### src/shared/iepf_regs.vh
// Register offsets, field positions and reset values of the interrupt enable/priority/flag block
`ifndef IEPF_REGS_VH
`define IEPF_REGS_VH

// Register addresses
`define IEPF_ADDR_FLAG 8'h88
`define IEPF_ADDR_PRIO0 8'hB8
`define IEPF_ADDR_EN1 8'hE6
`define IEPF_ADDR_PRIO1 8'hF6
`define IEPF_ADDR_EN0 8'hA8
`define IEPF_ADDR_ISTAT 8'hC0
`define IEPF_ADDR_IMASK 8'hC1

// Flag register fields
`define IEPF_T1_OVF_BIT 7
`define IEPF_T1_RUN_BIT 6
`define IEPF_T0_OVF_BIT 5
`define IEPF_T0_RUN_BIT 4
`define IEPF_EXT1_BIT 3
`define IEPF_EXT0_BIT 1

// First enable register fields
`define IEPF_GLOBAL_BIT 7

// Writable bit masks
`define IEPF_FLAG_MASK 8'hFA
`define IEPF_PRIO0_MASK 8'h2F
`define IEPF_EN0_MASK 8'hAF
`define IEPF_EN1_MASK 8'hFC
`define IEPF_PRIO1_MASK 8'hFC

// Reset value of every register
`define IEPF_RST_VAL 8'h00

// Number of request sources seen by the arbiter
`define IEPF_NUM_SRC 11

`endif

### src/iepf_sync.v
// Two flip-flop synchroniser for a vector of pin inputs
`timescale 1ns/1ps
module iepf_sync
#(
    parameter WIDTH = 2
)
(
    // Clock and reset
    input wire clk_in,
    input wire rst_in,
    // Data
    input wire [WIDTH-1:0] d_in,
    output reg [WIDTH-1:0] q_out
);

reg [WIDTH-1:0] meta_r;

////////////////////////////////////////////////////////////////////////////////
// First stage is read only by the second stage
always @(posedge clk_in or posedge rst_in)
begin
    if (rst_in)
    begin
        meta_r <= {WIDTH{1'b0}};
        q_out <= {WIDTH{1'b0}};
    end
    else
    begin
        meta_r <= d_in;
        q_out <= meta_r;
    end
end

endmodule

### src/iepf_ctrl.v
// Interrupt enable, priority and flag registers with request arbitration
//
// How it works
// - Priority reg 0xB8, bits 3..0, reset zero
// - Bit 5 of 0xB8 selects timer2 priority
// - Timer1 or mode-3 high-byte overflow sets bit7
// - Bit 6 runs timer1, or high byte in mode3
// - Timer0 overflow sets flag bit 5
// - External request 1 sets bit 3, software clears
// - External request 0 sets bit 1, software clears
// - Flag reg 0x88, bit 4 runs timer0
// - Enable reg 0xE6, bits 7..2, reset zero
// - Second priority reg at 0xF6
// - Second priority bits 7..2 per source
// - Global enable zero masks every arbitrated request; irq_out is not gated
// - High priority first, then lower position
`timescale 1ns/1ps
`include "iepf_regs.vh"
module iepf_ctrl
#(
    parameter NSRC = `IEPF_NUM_SRC
)
(
    // Clock and reset
    input wire core_clk_in,
    input wire sys_rst_in,
    // Register port
    input wire [7:0] reg_addr_in,
    input wire [7:0] reg_wdata_in,
    input wire reg_wr_in,
    input wire reg_rd_in,
    output reg [7:0] reg_rdata_out,
    // Timer side, same clock
    input wire timer1_ovf_in,
    input wire timer0_ovf_in,
    input wire timer0_high_byte_ovf_in,
    input wire timer0_mode3_in,
    output reg timer1_run_out,
    output reg timer0_run_out,
    output reg timer0_high_byte_run_out,
    // External request pins
    input wire external_request_1_in,
    input wire external_request_0_in,
    // Peripheral request levels, bit 0 up: timer2, wdt/t2, spi, touch, adc, ext3, ext2
    input wire [6:0] periph_req_in,
    // CPU side
    output reg cpu_irq_out,
    output reg cpu_irq_high_out,
    output reg [3:0] cpu_irq_id_out,
    // Event interrupt
    output reg irq_out
);

// Source index order (natural priority, lowest wins):
// 0 ext0, 1 timer0, 2 ext1, 3 timer1, 4 timer2, 5 ext2, 6 ext3,
// 7 adc, 8 touch, 9 spi, 10 wdt/t2
// Peripheral levels are not latched here: their sticky flags live in
// the peripherals, so a request drops as soon as its level drops.

////////////////////////////////////////////////////////////////////////////////
// Registers and wires
reg [7:0] flag_r;
reg [7:0] prio0_r;
reg [7:0] en0_r;
reg [7:0] en1_r;
reg [7:0] prio1_r;
reg [7:0] istat_r;
reg [7:0] imask_r;
reg [1:0] ext_d_r;
// Next values and arbiter results, all combinational
reg [7:0] flag_nxt;
reg [7:0] istat_nxt;
reg [7:0] rdata_nxt;
reg [NSRC-1:0] pend;
reg [NSRC-1:0] ena;
reg [NSRC-1:0] hi;
reg found;
reg found_hi;
reg [3:0] win_id;
reg irq_nxt;
integer i;
wire [1:0] ext_s;
wire ext1_rise;
wire ext0_rise;
wire wr_flag;
wire t1_evt;
wire [7:0] evt;

////////////////////////////////////////////////////////////////////////////////
// Pin synchronisers; edges are taken on the synchronised copy only
// Pins are expected idle low; one held high across reset shows an edge
// after release and sets its flag, which software then clears.
iepf_sync #(.WIDTH(2)) u_sync
(
    .clk_in(core_clk_in),
    .rst_in(sys_rst_in),
    .d_in({external_request_1_in, external_request_0_in}),
    .q_out(ext_s)
);

// Rising edge detectors on the synchronised requests
assign ext1_rise = ext_s[1] & ~ext_d_r[1];
assign ext0_rise = ext_s[0] & ~ext_d_r[0];
// Flag register write decode, shared with the next-value logic
assign wr_flag = reg_wr_in && (reg_addr_in == `IEPF_ADDR_FLAG);

// In mode 3 the high byte borrows the timer1 flag
// Timer1 overflow sources
assign t1_evt = timer1_ovf_in | (timer0_mode3_in & timer0_high_byte_ovf_in);

// Events that feed the sticky status register
assign evt = {4'h0, ext1_rise, ext0_rise, timer0_ovf_in, t1_evt};

////////////////////////////////////////////////////////////////////////////////
// Flag register next value; hardware set beats software write
always @*
begin
    flag_nxt = flag_r;
    // Reserved bits 2 and 0 are masked so they always read zero; a write
    // may also set a flag, which raises a request like hardware would
    if (wr_flag)
    begin
        flag_nxt = reg_wdata_in & `IEPF_FLAG_MASK;
    end
    if (t1_evt)
    begin
        flag_nxt[`IEPF_T1_OVF_BIT] = 1'b1;
    end
    if (timer0_ovf_in)
    begin
        flag_nxt[`IEPF_T0_OVF_BIT] = 1'b1;
    end
    if (ext1_rise)
    begin
        flag_nxt[`IEPF_EXT1_BIT] = 1'b1;
    end
    if (ext0_rise)
    begin
        flag_nxt[`IEPF_EXT0_BIT] = 1'b1;
    end
end

////////////////////////////////////////////////////////////////////////////////
// Status register: write one clears, a same-cycle event wins
always @*
begin
    istat_nxt = istat_r;
    if (reg_wr_in && (reg_addr_in == `IEPF_ADDR_ISTAT))
    begin
        istat_nxt = istat_r & ~reg_wdata_in;
    end
    // Bits 7..4 have no event behind them and stay zero
    istat_nxt = istat_nxt | evt;
end

////////////////////////////////////////////////////////////////////////////////
// Register writes and state update
always @(posedge core_clk_in or posedge sys_rst_in)
begin
    if (sys_rst_in)
    begin
        flag_r <= `IEPF_RST_VAL;
        prio0_r <= `IEPF_RST_VAL;
        en0_r <= `IEPF_RST_VAL;
        en1_r <= `IEPF_RST_VAL;
        prio1_r <= `IEPF_RST_VAL;
        istat_r <= `IEPF_RST_VAL;
        imask_r <= `IEPF_RST_VAL;
        ext_d_r <= 2'h0;
    end
    else
    begin
        flag_r <= flag_nxt;
        istat_r <= istat_nxt;
        ext_d_r <= ext_s;
        // Writes to unmapped addresses fall through and are dropped
        if (reg_wr_in)
        begin
            if (reg_addr_in == `IEPF_ADDR_PRIO0)
            begin
                prio0_r <= reg_wdata_in & `IEPF_PRIO0_MASK;
            end
            // First group; bit 7 is the global enable
            else if (reg_addr_in == `IEPF_ADDR_EN0)
            begin
                en0_r <= reg_wdata_in & `IEPF_EN0_MASK;
            end
            else if (reg_addr_in == `IEPF_ADDR_EN1)
            begin
                en1_r <= reg_wdata_in & `IEPF_EN1_MASK;
            end
            else if (reg_addr_in == `IEPF_ADDR_PRIO1)
            begin
                prio1_r <= reg_wdata_in & `IEPF_PRIO1_MASK;
            end
            else if (reg_addr_in == `IEPF_ADDR_IMASK)
            begin
                imask_r <= reg_wdata_in;
            end
        end
    end
end

////////////////////////////////////////////////////////////////////////////////
// Read mux; unmapped addresses read zero
// Reads have no side effects; flags clear only by a write
always @*
begin
    rdata_nxt = 8'h00;
    if (reg_addr_in == `IEPF_ADDR_FLAG)
    begin
        rdata_nxt = flag_r;
    end
    else if (reg_addr_in == `IEPF_ADDR_PRIO0)
    begin
        rdata_nxt = prio0_r;
    end
    else if (reg_addr_in == `IEPF_ADDR_EN0)
    begin
        rdata_nxt = en0_r;
    end
    else if (reg_addr_in == `IEPF_ADDR_EN1)
    begin
        rdata_nxt = en1_r;
    end
    else if (reg_addr_in == `IEPF_ADDR_PRIO1)
    begin
        rdata_nxt = prio1_r;
    end
    else if (reg_addr_in == `IEPF_ADDR_ISTAT)
    begin
        rdata_nxt = istat_r;
    end
    else if (reg_addr_in == `IEPF_ADDR_IMASK)
    begin
        rdata_nxt = imask_r;
    end
end

////////////////////////////////////////////////////////////////////////////////
// Source vectors for the arbiter
always @*
begin
    // Timer2 is reported on bit 0 of the peripheral vector
    pend = {periph_req_in[1], periph_req_in[2], periph_req_in[3], periph_req_in[4],
            periph_req_in[5], periph_req_in[6], periph_req_in[0],
            flag_r[`IEPF_T1_OVF_BIT], flag_r[`IEPF_EXT1_BIT],
            flag_r[`IEPF_T0_OVF_BIT], flag_r[`IEPF_EXT0_BIT]};
    // Second group on top, then timer2 and the first group
    ena = {en1_r[7], en1_r[6], en1_r[5], en1_r[4], en1_r[3], en1_r[2],
           en0_r[5], en0_r[3], en0_r[2], en0_r[1], en0_r[0]};
    hi = {prio1_r[7], prio1_r[6], prio1_r[5], prio1_r[4], prio1_r[3], prio1_r[2],
          prio0_r[5], prio0_r[3], prio0_r[2], prio0_r[1], prio0_r[0]};
end

////////////////////////////////////////////////////////////////////////////////
// Arbiter: a loop from the top so the lowest index is written last
// Two scans cost a few more gates than a priority tree but are easy to
// follow, and eleven sources keep the logic depth small at this clock
always @*
begin
    found = 1'b0;
    found_hi = 1'b0;
    win_id = 4'h0;
    // Low priority pass, lowest position wins
    for (i = NSRC - 1; i >= 0; i = i - 1)
    begin
        if (pend[i] && ena[i] && !hi[i])
        begin
            found = 1'b1;
            win_id = i[3:0];
        end
    end
    for (i = NSRC - 1; i >= 0; i = i - 1)
    begin
        if (pend[i] && ena[i] && hi[i])
        begin
            found = 1'b1;
            found_hi = 1'b1;
            win_id = i[3:0];
        end
    end
    if (!en0_r[`IEPF_GLOBAL_BIT])
    begin
        found = 1'b0;
        found_hi = 1'b0;
        win_id = 4'h0;
    end
end

// Event interrupt level from masked sticky bits
// Using the next status lets the line rise with the flag, not after it
always @*
begin
    irq_nxt = |(istat_nxt & imask_r);
end

////////////////////////////////////////////////////////////////////////////////
// Registered outputs; run bits and irq_out come from next values and change with the state
always @(posedge core_clk_in or posedge sys_rst_in)
begin
    if (sys_rst_in)
    begin
        reg_rdata_out <= 8'h00;
        timer1_run_out <= 1'b0;
        timer0_run_out <= 1'b0;
        timer0_high_byte_run_out <= 1'b0;
        cpu_irq_out <= 1'b0;
        cpu_irq_high_out <= 1'b0;
        cpu_irq_id_out <= 4'h0;
        irq_out <= 1'b0;
    end
    else
    begin
        // Read data stand one cycle and are zero otherwise, so a stale
        // value can never be taken for a fresh answer
        reg_rdata_out <= reg_rd_in ? rdata_nxt : 8'h00;
        // Run bit steers timer1 or high byte
        timer1_run_out <= flag_nxt[`IEPF_T1_RUN_BIT] & ~timer0_mode3_in;
        timer0_high_byte_run_out <= flag_nxt[`IEPF_T1_RUN_BIT] & timer0_mode3_in;
        timer0_run_out <= flag_nxt[`IEPF_T0_RUN_BIT];
        // Request, level and winner to the core
        cpu_irq_out <= found;
        cpu_irq_high_out <= found_hi;
        cpu_irq_id_out <= win_id;
        // Sticky event line
        irq_out <= irq_nxt;
    end
end

endmodule

### config.mk
export PLATFORM = sky130hd
export DESIGN_NAME = iepf_ctrl
export DESIGN_NICKNAME = d
export VERILOG_FILES = /design/src/iepf_sync.v /design/src/iepf_ctrl.v
export VERILOG_INCLUDE_DIRS = /design/src /design/src/shared
export SDC_FILE = /design/constraint.sdc
export NUM_CORES = 1
export LEC_CHECK = 0
export ABC_AREA = 1
export ABC_CLOCK_PERIOD_IN_PS = 2450
export CAP_MARGIN = 10
export CORE_UTILIZATION = 50
export DETAILED_ROUTE_END_ITERATION = 7
export DONT_BUFFER_PORTS = 1
export PLACE_DENSITY = 0.75
export SLEW_MARGIN = 20
export SYNTH_ARGS = -nofsm -noshare
export SYNTH_HDL_FRONTEND = slang
export SYNTH_SLANG_ARGS = --single-unit
### constraint.sdc
create_clock -name core_clk_in -period 2.45 [get_ports core_clk_in]
set_input_delay 0.49 -clock core_clk_in [delete_from_list [all_inputs] [get_ports core_clk_in]]
set_output_delay 0.49 -clock core_clk_in [all_outputs]
set_load 0.005 [all_outputs]
# Word level (Yosys, flattened, before mapping)
# Cells that the tools add are included.
# word_totals
in_bits	33
ff_bits	69
output_inout_bits	18
# classes
muxes	72
reduce_logical	56
eq_ne	7
bitwise_logic	17
# op_table
op	count
$mux W4	23
$mux W8	10
$eq A8 B8 Y1 const B	7
$mux W1	39
$logic_and A1 B1 Y1	35
$and A8 B8 Y8	2
$logic_not A1 Y1	11
$not A8 Y8	1
$or A8 B4 Y8	1
$reduce_bool A2 Y1	4
$reduce_or A8 Y1	1
$not A1 Y1	7
$reduce_and A6 Y1	1
$and A1 B1 Y1	5
$reduce_and A5 Y1	1
$reduce_and A4 Y1	1
$reduce_and A3 Y1	1
$reduce_and A2 Y1	1
$or A1 B1 Y1	1

# Logic depth before layout (Yosys ltp)
# Gate-level depths: netlist of run 1.
# depth
depth_word	25
mapped_depth	20
mapped_depth_nobuf	20

# Modules after synthesis
# A second synthesis of run 1 with hierarchy kept.
# hier_totals
cells_unflattened	392
hier_area_um2	3345.7
# by_module_without_submodules
module	seq_area_each_um2	instances	cells_per_inst	area_each_um2
iepf_ctrl	1601.5	1	387	3241.9
iepf_sync	100.1	1	5	103.8

# Worst setup path before layout of run 1
# OpenSTA, ideal clock, no wires.
# synth_timing
kind	in2reg
start	input port reg_addr_in[5]
end	register irq_out
stages	10
setup_slack_ns	0.624
arrival_time_ns	1.696
t_required_ns	2.319
path_cell_list	or2_4 -> nor2_4 -> nand4_4 -> nor2_4 -> inv_2 -> o21ai_2 -> o21ai_2 -> a22o_1 -> a21oi_2 -> nand4_1
# synth_via
elab_chain_len	6
# synth_lines
element	line_no	source
start, declared	iepf_ctrl.v:28	input wire [7:0] reg_addr_in,
$eq A8 B8 Y1 (no line)	--	
$logic_and A1 B1 Y1	iepf_ctrl.v:148	if (reg_wr_in && (reg_addr_in == `IEPF_ADDR_ISTAT))
$mux W8	iepf_ctrl.v:148	
$or A8 B4 Y8	iepf_ctrl.v:153	istat_nxt = istat_nxt | evt;
net istat_nxt[3]	iepf_ctrl.v:72	reg [7:0] istat_nxt;
$and A8 B8 Y8	iepf_ctrl.v:295	irq_nxt = |(istat_nxt & imask_r);
$reduce_or A8 Y1	iepf_ctrl.v:295	
net irq_nxt	iepf_ctrl.v:80	reg irq_nxt;
end signal, assigned	iepf_ctrl.v:327	irq_out <= irq_nxt;
end, declared	iepf_ctrl.v:51	output reg irq_out
# The timed path passes the listed nets, and every way through them passes these cells.
# A chain may end at the register's enable or synchronous reset.

# Worst setup path in the final report of run 1
# layout_timing
start	input port reg_addr_in[3]
end	register timer0_high_byte_run_out
# layout_via
elab_chain_len	4
# layout_lines
element	line_no	source
$eq A8 B8 Y1 (no line)	--	
$logic_and A1 B1 Y1	iepf_ctrl.v:105	assign wr_flag = reg_wr_in && (reg_addr_in == `IEPF_ADDR_FLAG);
$mux W8	iepf_ctrl.v:121	if (wr_flag)
$and A1 B1 Y1	iepf_ctrl.v:320	timer0_high_byte_run_out <= flag_nxt[`IEPF_T1_RUN_BIT] & timer0_mode3_in;
end signal, assigned	iepf_ctrl.v:320	
end, declared	iepf_ctrl.v:40	output reg timer0_high_byte_run_out,
# No other way between the ends. The select of a mux whose other input is x is not followed.

==> metrics.md, run 1 <==
| Metric | Value |
|---|---|
| Outcome | `finished clean` |
| # hold bufs at CTS | `0` |
| Detailed-route DRC error count | `0` |
| Synth Area in Adders | `0` |
| Relative slew slack | `0.566` |
| CP required | `2.68 ns` |
| Synth Area in Compound Gates | `0.172` |
| Final Routed Wirelength | `7840 um` |
| Post-CTS sizing | `0` |
| Skew-Pair Late Insertion Delay | `0.35 ns` |
| RSZ-0062 raised after global routing | `no` |
| Clock Skew | `0.00771 ns` |
| # port buffers | `0` |
| CTS Sinks | `68` |
| FF+latch count, synth | `68` |
| Crit path max fanout | `9` |
| DIE HEIGHT | `82.4 um` |
| Pre-CTS setup slack | `0.352 ns` |
| I/O pins | `51` |
| Core area | `0.00606 mm^2` |
| Vias per inst | `5.80` |
| Die footprint | `0.00678 mm^2` |
| Placer's final routability congestion estimate | `0.891` |
| Slew @ Worst Pin | `0.649 ns` |
| Worst setup margin | `0.681 ns` |
| Most frequent cells in the layout | `92 x nand2_1, 68 x dfrtp_1, 49 x inv_1` |
| Finished Layout Cells | `478` |
| Synthesized instance count | `387` |
| Setup TNS | `0 ns` |
| Root buffer cell | `clkbuf_8` |
| ANT nets after route | `0` |
| Grt ovf | `0` |
| Largest net degree at the start of global routing | `39` |
| Final Slew Violations | `0` |
| Ant diodes | `0` |
| Cts bufs inserted | `9` |
| Pleak | `1.79 nW` |
| GRT Overall Usage | `0.265` |
| Clock Path Buffers | `2` |
| Most common cell after layout, fill and taps aside | `nand2_1` |
| Crit-path cells | `inv_1 -> nor4_2 -> nand3_1 -> nor2_1 -> inv_2 -> nor2_2 -> inv_2 -> o21ai_1 -> nor2_1` |
| Critical Setup Path Class | `in -> reg` |
| MaxCap Viol Count | `0` |
| Clk slew on worst S/H paths | `0.08 ns` |
| First-pass GRT wire length | `12700 um` |
| Syn_nets | `420` |
| Nets | `431` |
| Drt pass-1 iters | `5` |
| Mapped Area | `0.00323 mm^2` |
| Avg Inst Size Synth | `8.34 um^2` |
| Layout cells sized above 1 | `0.107` |
| # setup viols final | `0` |
| Dpl cells | `462` |
| Slowest stage delay, CP | `0.33 ns` |
| Synth Area in XOR/XNOR | `0` |
| Post-CTS Setup Bufs | `0` |
| Number of distinct library cells after synthesis | `40` |
| CTS tree | `done` |
| Syn. warnings | `0` |
| DR WL/cell | `16.4 um` |
| Pwr Density | `657 mW/mm^2` |
| Initial antenna violation count | `0` |
| Tmin final | `1.77 ns` |
| Post-Synth Simple-Gate Area | `0.228` |
| Die X | `82.4 um` |
| DP Wirelength | `5930 um` |
| Initial core utilization | `0.533` |
| Vias | `2773` |
| WP data arrival | `2.00 ns` |
| H-tree depth | `3` |
| Hold Vio Cnt, Final | `0` |
| Register area share after synthesis | `0.527` |
| Multiplexer share of the synthesized area | `0` |
| Critical path's slowest cell | `nor2_1` |
| FP Rows | `28` |
| Iter 0 DRT Violations | `183` |
| Worst vdd ir | `0.000513 V` |
| Period utilization | `0.722` |
| Total power | `2.33 mW` |
| Worst hold path class | `in -> async` |
| Nature of the critical path startpoint | `input port` |
| Area delta synth->final | `9.92%` |
| Max Clk Rate | `565 MHz` |
| Vias in the first global route | `2568` |
| Largest family of logic cells by synthesized area | `simple AND/OR/NAND/NOR gates` |
| Setup crit end kind | `flop` |
state kept, by name (all words and copies together), names as in the netlist:
register,count
timer1_run_out,1
imask_r,8
cpu_irq_high_out,1
prio1_r,6
cpu_irq_out,1
en1_r,6
istat_r,8
irq_out,1
timer0_high_byte_run_out,1
reg_rdata_out,8
u_sync.q_out,2
prio0_r,5
ext_d_r,2
cpu_irq_id_out,4
flag_r,6
en0_r,6
u_sync.meta_r,2
logic make-up after synthesis:
kind of cell | after synthesis
flip-flops | 68
AO/OA/AOI/OAI | 94
AND/OR/NAND/NOR | 165
buffers and inverters | 60
path summary, 6_finish.rpt:
kind	startpoint	to	slack [ns]	depth (start not counted)
max in group asynchronous	sys_rst_in	imask_r[4]$_DFFE_PP0P_	1.72	2
hold / removal	sys_rst_in	reg_rdata_out[5]$_DFF_PP0_	0.10	1
setup reg to reg	prio1_r[5]$_DFFE_PP0P_	cpu_irq_id_out[0]$_DFF_PP0_	0.76	20
hold reg to reg	u_sync.meta_r[1]$_DFF_PP0_	u_sync.q_out[1]$_DFF_PP0_	0.35	0
min in group core_clk_in	external_request_0_in	u_sync.meta_r[0]$_DFF_PP0_	0.16	0
setup / recovery	reg_addr_in[3]	timer0_high_byte_run_out$_DFF_PP0_	0.68	9
where the power goes:
group	switching (mW)	total (mW)	internal [mW]
Sequential	0.0390	1.20	1.16
Combinational	0.108	0.159	0.0512
Clock	0.443	0.970	0.527
worst max-delay path: cells and delay by family:
family / cells / cell delay [ns]
and+or+nand+nor: 5 / 0.99
buffers and inverters: 3 / 0.28
AOI/OAI and AO/OA: 1 / 0.24
synthesized netlist by cell type, drive strengths merged:
| cell type | number | area (um^2) |
|---|---|---|
| a21boi | 1 | 7.51 |
| a21oi | 20 | 104 |
| a221oi | 4 | 35.0 |
| a22o | 2 | 17.5 |
| a311oi | 1 | 8.76 |
| a31oi | 2 | 12.5 |
| a41oi | 2 | 17.5 |
| buf | 2 | 18.8 |
| clkbuf | 2 | 7.51 |
| clkinv | 1 | 3.75 |
| dfrtp | 68 | 1700 |
| inv | 55 | 206 |
| nand2 | 94 | 358 |
| nand3 | 18 | 90.1 |
| nand3b | 1 | 7.51 |
| nand4 | 4 | 40.0 |
| nor2 | 37 | 161 |
| nor3 | 5 | 30.0 |
| nor3b | 1 | 7.51 |
| nor4 | 2 | 18.8 |
| o211ai | 2 | 15.0 |
| o21a | 2 | 15.0 |
| o21ai | 50 | 262 |
| o21bai | 2 | 15.0 |
| o221ai | 3 | 26.3 |
| o22ai | 2 | 12.5 |
| o31ai | 1 | 7.51 |
| or2 | 3 | 21.3 |
metrics by stage:
stage                     area, um^2  utilization  hold slack (ns)
after global placement          3340        0.551            0.340
after CTS                       3550        0.585            0.125
after floorplan                 3230            -            0.331
after global routing            3550        0.585            0.153
after detailed placement        3340        0.551            0.337
final                           3550        0.585            0.104
final cells by class:
cell class | instances | area [um^2]
Fill cell | 511 | 2510
Sequential cell | 68 | 1700
Multi-Input combinational cell | 259 | 1290
Inverter | 56 | 210
Clock buffer | 11 | 151
Tap cell | 75 | 93.8
Clock inverter | 5 | 58.8
Timing Repair Buffer | 4 | 42.5
metal layers:
layer  vias up  wire (um)  GRT usage
met2       125       3660      0.407
met5         -          0          0
met3        32        684     0.0769
met4         0        317      0.132
li1       1299          -          -
met1      1317       3180      0.341
No activity file was read; power rests on OpenSTA's default activity.
==> run 2, diff against run 1 <==
--- a/config.mk
+++ b/config.mk
@@ -6,13 +6,13 @@
 export SDC_FILE = /design/constraint.sdc
 export NUM_CORES = 1
 export LEC_CHECK = 0
-export ABC_AREA = 1
-export ABC_CLOCK_PERIOD_IN_PS = 2450
+export ABC_AREA = 0
+export ABC_CLOCK_PERIOD_IN_PS = 1560
 export CAP_MARGIN = 10
 export CORE_UTILIZATION = 50
 export DETAILED_ROUTE_END_ITERATION = 7
 export DONT_BUFFER_PORTS = 1
-export PLACE_DENSITY = 0.75
+export PLACE_DENSITY = 0.78
 export SLEW_MARGIN = 20
 export SYNTH_ARGS = -nofsm -noshare
 export SYNTH_HDL_FRONTEND = slang
==> constraint.sdc (replaced) <==
create_clock -name core_clk_in -period 1.56 [get_ports core_clk_in]
set_input_delay 0.312 -clock core_clk_in [delete_from_list [all_inputs] [get_ports core_clk_in]]
set_output_delay 0.312 -clock core_clk_in [all_outputs]
set_load 0.005 [all_outputs]
==> run 2 against run 1 <==
  * The flow now finishes with violations (DRC)
  * Core utilization is 6.2 points higher
  * First-iteration DRC count is 16% higher
  * Global-route usage is 1.4 points lower
  * Register-to-register slack worse by 0.74 ns
  * Critical endpoint is now imask_r[4]$_DFFE_PP0P_
==> metrics.md, run 2 <==
| Metric | Value |
|---|---|
| Vias per inst | `6.10` |
| DP Wirelength | `6280 um` |
| Max Clk Rate | `644 MHz` |
| Post-synth EDFFs | `0` |
| Hold path cells | `1` |
| # setup viols final | `0` |
| Final Slew Violations | `0` |
| Tmin final | `1.55 ns` |
| DR WL/cell | `19.3 um` |
| Dpl cells | `420` |
| Finished Layout Cells | `442` |
| Largest cells by area after synthesis | `dfrtp_1 50%, mux2_2 11%, mux2i_1 3.6%` |
| Pleak | `1.97 nW` |
| Mapped Area | `0.00337 mm^2` |
| Setup crit end kind | `flop` |
| Root buffer cell | `clkbuf_8` |
| H-tree depth | `3` |
| Synthesized instance count | `311` |
| Syn_nets | `344` |
| Nature of the critical path startpoint | `input port` |
| Synth Flop Type | `dfrtp_1` |
| Layout cells sized above 1 | `0.318` |
| Largest registers | `imask_r (8), istat_r (8), reg_rdata_out (8)` |
| Vias | `2695` |
| Pwr Density | `895 mW/mm^2` |
| Crit path max fanout | `8` |
| Nets | `393` |
| Worst setup margin | `0.00631 ns` |
| Critical Setup Path Class | `in -> reg` |
| RR Endpoint | `cpu_irq_id_out[0]$_DFF_PP0_` |
| Relative slew slack | `0.732` |
| Drt pass-1 iters | `7` |
| Avg Inst Size Synth | `10.8 um^2` |
| Die X | `84.1 um` |
| Ant diodes | `0` |
| Multi-input logic area | `0.00173 mm^2` |
| Worst vdd ir | `0.000695 V` |
| Register area share after synthesis | `0.504` |
| Final Routed Wirelength | `8520 um` |
| Outcome | `finished, violations left` |
| Slew @ Worst Pin | `0.402 ns` |
| Hold Path Origin | `timer0_mode3_in` |
| Pre-CTS setup slack | `-0.402 ns` |
| Period utilization | `0.996` |
| Async SR Flop Fraction | `1.00` |
| Area leader, netlist | `dfrtp_1` |
| Area delta synth->final | `23.2%` |
| GRT Overall Usage | `0.251` |
| Most common cell after layout, fill and taps aside | `dfrtp_1` |
| First-pass GRT wire length | `13200 um` |
| Clock Skew | `0.00307 ns` |
| ANT nets after route | `0` |
| Grt ovf | `0` |
| Iter 0 DRT Violations | `212` |
| DIE HEIGHT | `84.1 um` |
| Syn. warnings | `0` |
| Total power | `3.72 mW` |
| FP Rows | `29` |
| Initial antenna violation count | `0` |
| Clk slew on worst S/H paths | `0.07 ns` |
| Cells on worst reg2reg path | `5` |
| Most frequent cells in the layout | `68 x dfrtp_1, 41 x buf_4, 27 x nand2_1` |
| MaxCap Viol Count | `0` |
| Largest net degree at the start of global routing | `69` |
| Register Area | `0.00170 mm^2` |
| Vias in the first global route | `2618` |
| WP data arrival | `1.79 ns` |
| Worst hold path class | `in -> reg` |
| Number of distinct library cells after synthesis | `51` |
| Placer's final routability congestion estimate | `0.910` |
| Top-count cell post-synth | `dfrtp_1` |
| Hold path endpoint | `timer1_run_out$_DFF_PP0_` |
| RSZ-0062 raised after global routing | `yes` |
| Violated checks | `DRC` |
| Initial core utilization | `0.525` |
| CTS Sinks | `68` |
| Hold Vio Cnt, Final | `0` |
| Detailed-route DRC error count | `2` |
| CTS tree | `done` |
| R2R Setup Slk | `0.02 ns` |
| I/O pins | `51` |
| Die footprint | `0.00708 mm^2` |
| CP required | `1.80 ns` |
| # port buffers | `0` |
| Top cells by count, synth | `68 x dfrtp_1, 33 x mux2_2, 27 x nand2_1, 20 x nor2_1, 19 x nand3_1` |
| Clock Path Buffers | `2` |
| Skew-Pair Late Insertion Delay | `0.35 ns` |
| Cts bufs inserted | `9` |
| Setup TNS | `0 ns` |
| Fillers | `489` |
| Top cell type's share of synthesized area | `0.504` |
| Core area | `0.00642 mm^2` |
| FF+latch count, synth | `68` |
| Worst R2R Start | `flag_r[3]$_DFFE_PP0P_` |
run 2: changes by cell type after synthesis, sizes merged, moves of 5 or more:
| cell | previous run | this run |
|---|---|---|
| mux2 | 0 | 33 |
| o21ai | 50 | 15 |
| a21oi | 20 | 8 |
| and3b | 0 | 10 |
| inv | 55 | 6 |
| and3 | 0 | 5 |
| nand3b | 1 | 6 |
| nand2 | 94 | 27 |
| mux2i | 0 | 12 |
| a21boi | 1 | 6 |
| nor2 | 37 | 20 |
| nor2b | 0 | 6 |
run 2: final cells by class:
| cell class | instances | share of cell area |
|---|---|---|
| multi-input combinational | 227 | 0.415 |
| tap | 77 | 0.0232 |
| sequential | 68 | 0.409 |
| timing repair buffer | 48 | 0.0942 |
| clock buffer | 9 | 0.0298 |
| clock inverter | 7 | 0.0220 |
| inverter | 6 | 0.00632 |
run 2: logic make-up after synthesis:
kind of cell	share of synthesized area
AO/OA/AOI/OAI	0.119
buffers and inverters	0.0226
flip-flops	0.504
multiplexers	0.146
AND/OR/NAND/NOR	0.208
run 2: how the worst max path moves through the flow:
| stage | end | slack (ns) | from |
|---|---|---|---|
| detailed placement | imask_r[4]$_DFFE_PP0P_ | -0.40 | reg_addr_in[1] |
| global placement | reg_rdata_out[7]$_DFF_PP0_ | -0.39 | reg_addr_in[1] |
| CTS | imask_r[4]$_DFFE_PP0P_ | 0.007 | reg_addr_in[1] |
| global route | cpu_irq_id_out[0]$_DFF_PP0_ | -0.11 | en0_r[1]$_DFFE_PP0P_ |
| floorplan | imask_r[0]$_DFFE_PP0P_ | -0.52 | reg_addr_in[4] |
| finish | imask_r[4]$_DFFE_PP0P_ | 0.006 | reg_addr_in[1] |
run 2: layer usage:
layer	up-vias	global-route usage	part of all wire
met5	-	0	0
met1	1325	0.317	0.41
met4	0	0.0752	0.022
met3	20	0.0816	0.077
met2	105	0.413	0.49
li1	1245	-	-
run 2: timing repair:
action                     CTS  global route
setup endpoints to repair    9            16
hold endpoints to repair    70             0
hold buffers                 3             0
pin swaps                    1             9
buffers inserted             0             3
resized for setup            3            23
run 2: stage by stage:
step                cell area, um^2  hold WS, ns  utilization
global placement               3770        0.301        0.588
floorplan                      3440        0.331            -
global route                   4160      0.00435        0.647
CTS                            4030      0.00665        0.627
detailed placement             3770        0.308        0.588
finish                         4160       0.0157        0.647
run 2: critical path, stage by stage:
cell and delay (ns):
or4_4 0.53, or2_4 0.28, nor4_4 0.15, buf_6 0.20
mux2_4 0.31
run 2: power breakdown:
part,internal (mW),leakage [nW],total [mW],switching (mW)
clock,0.892,0.109,1.55,0.659
sequential,1.82,0.887,1.87,0.0440
combinational,0.163,0.979,0.304,0.141
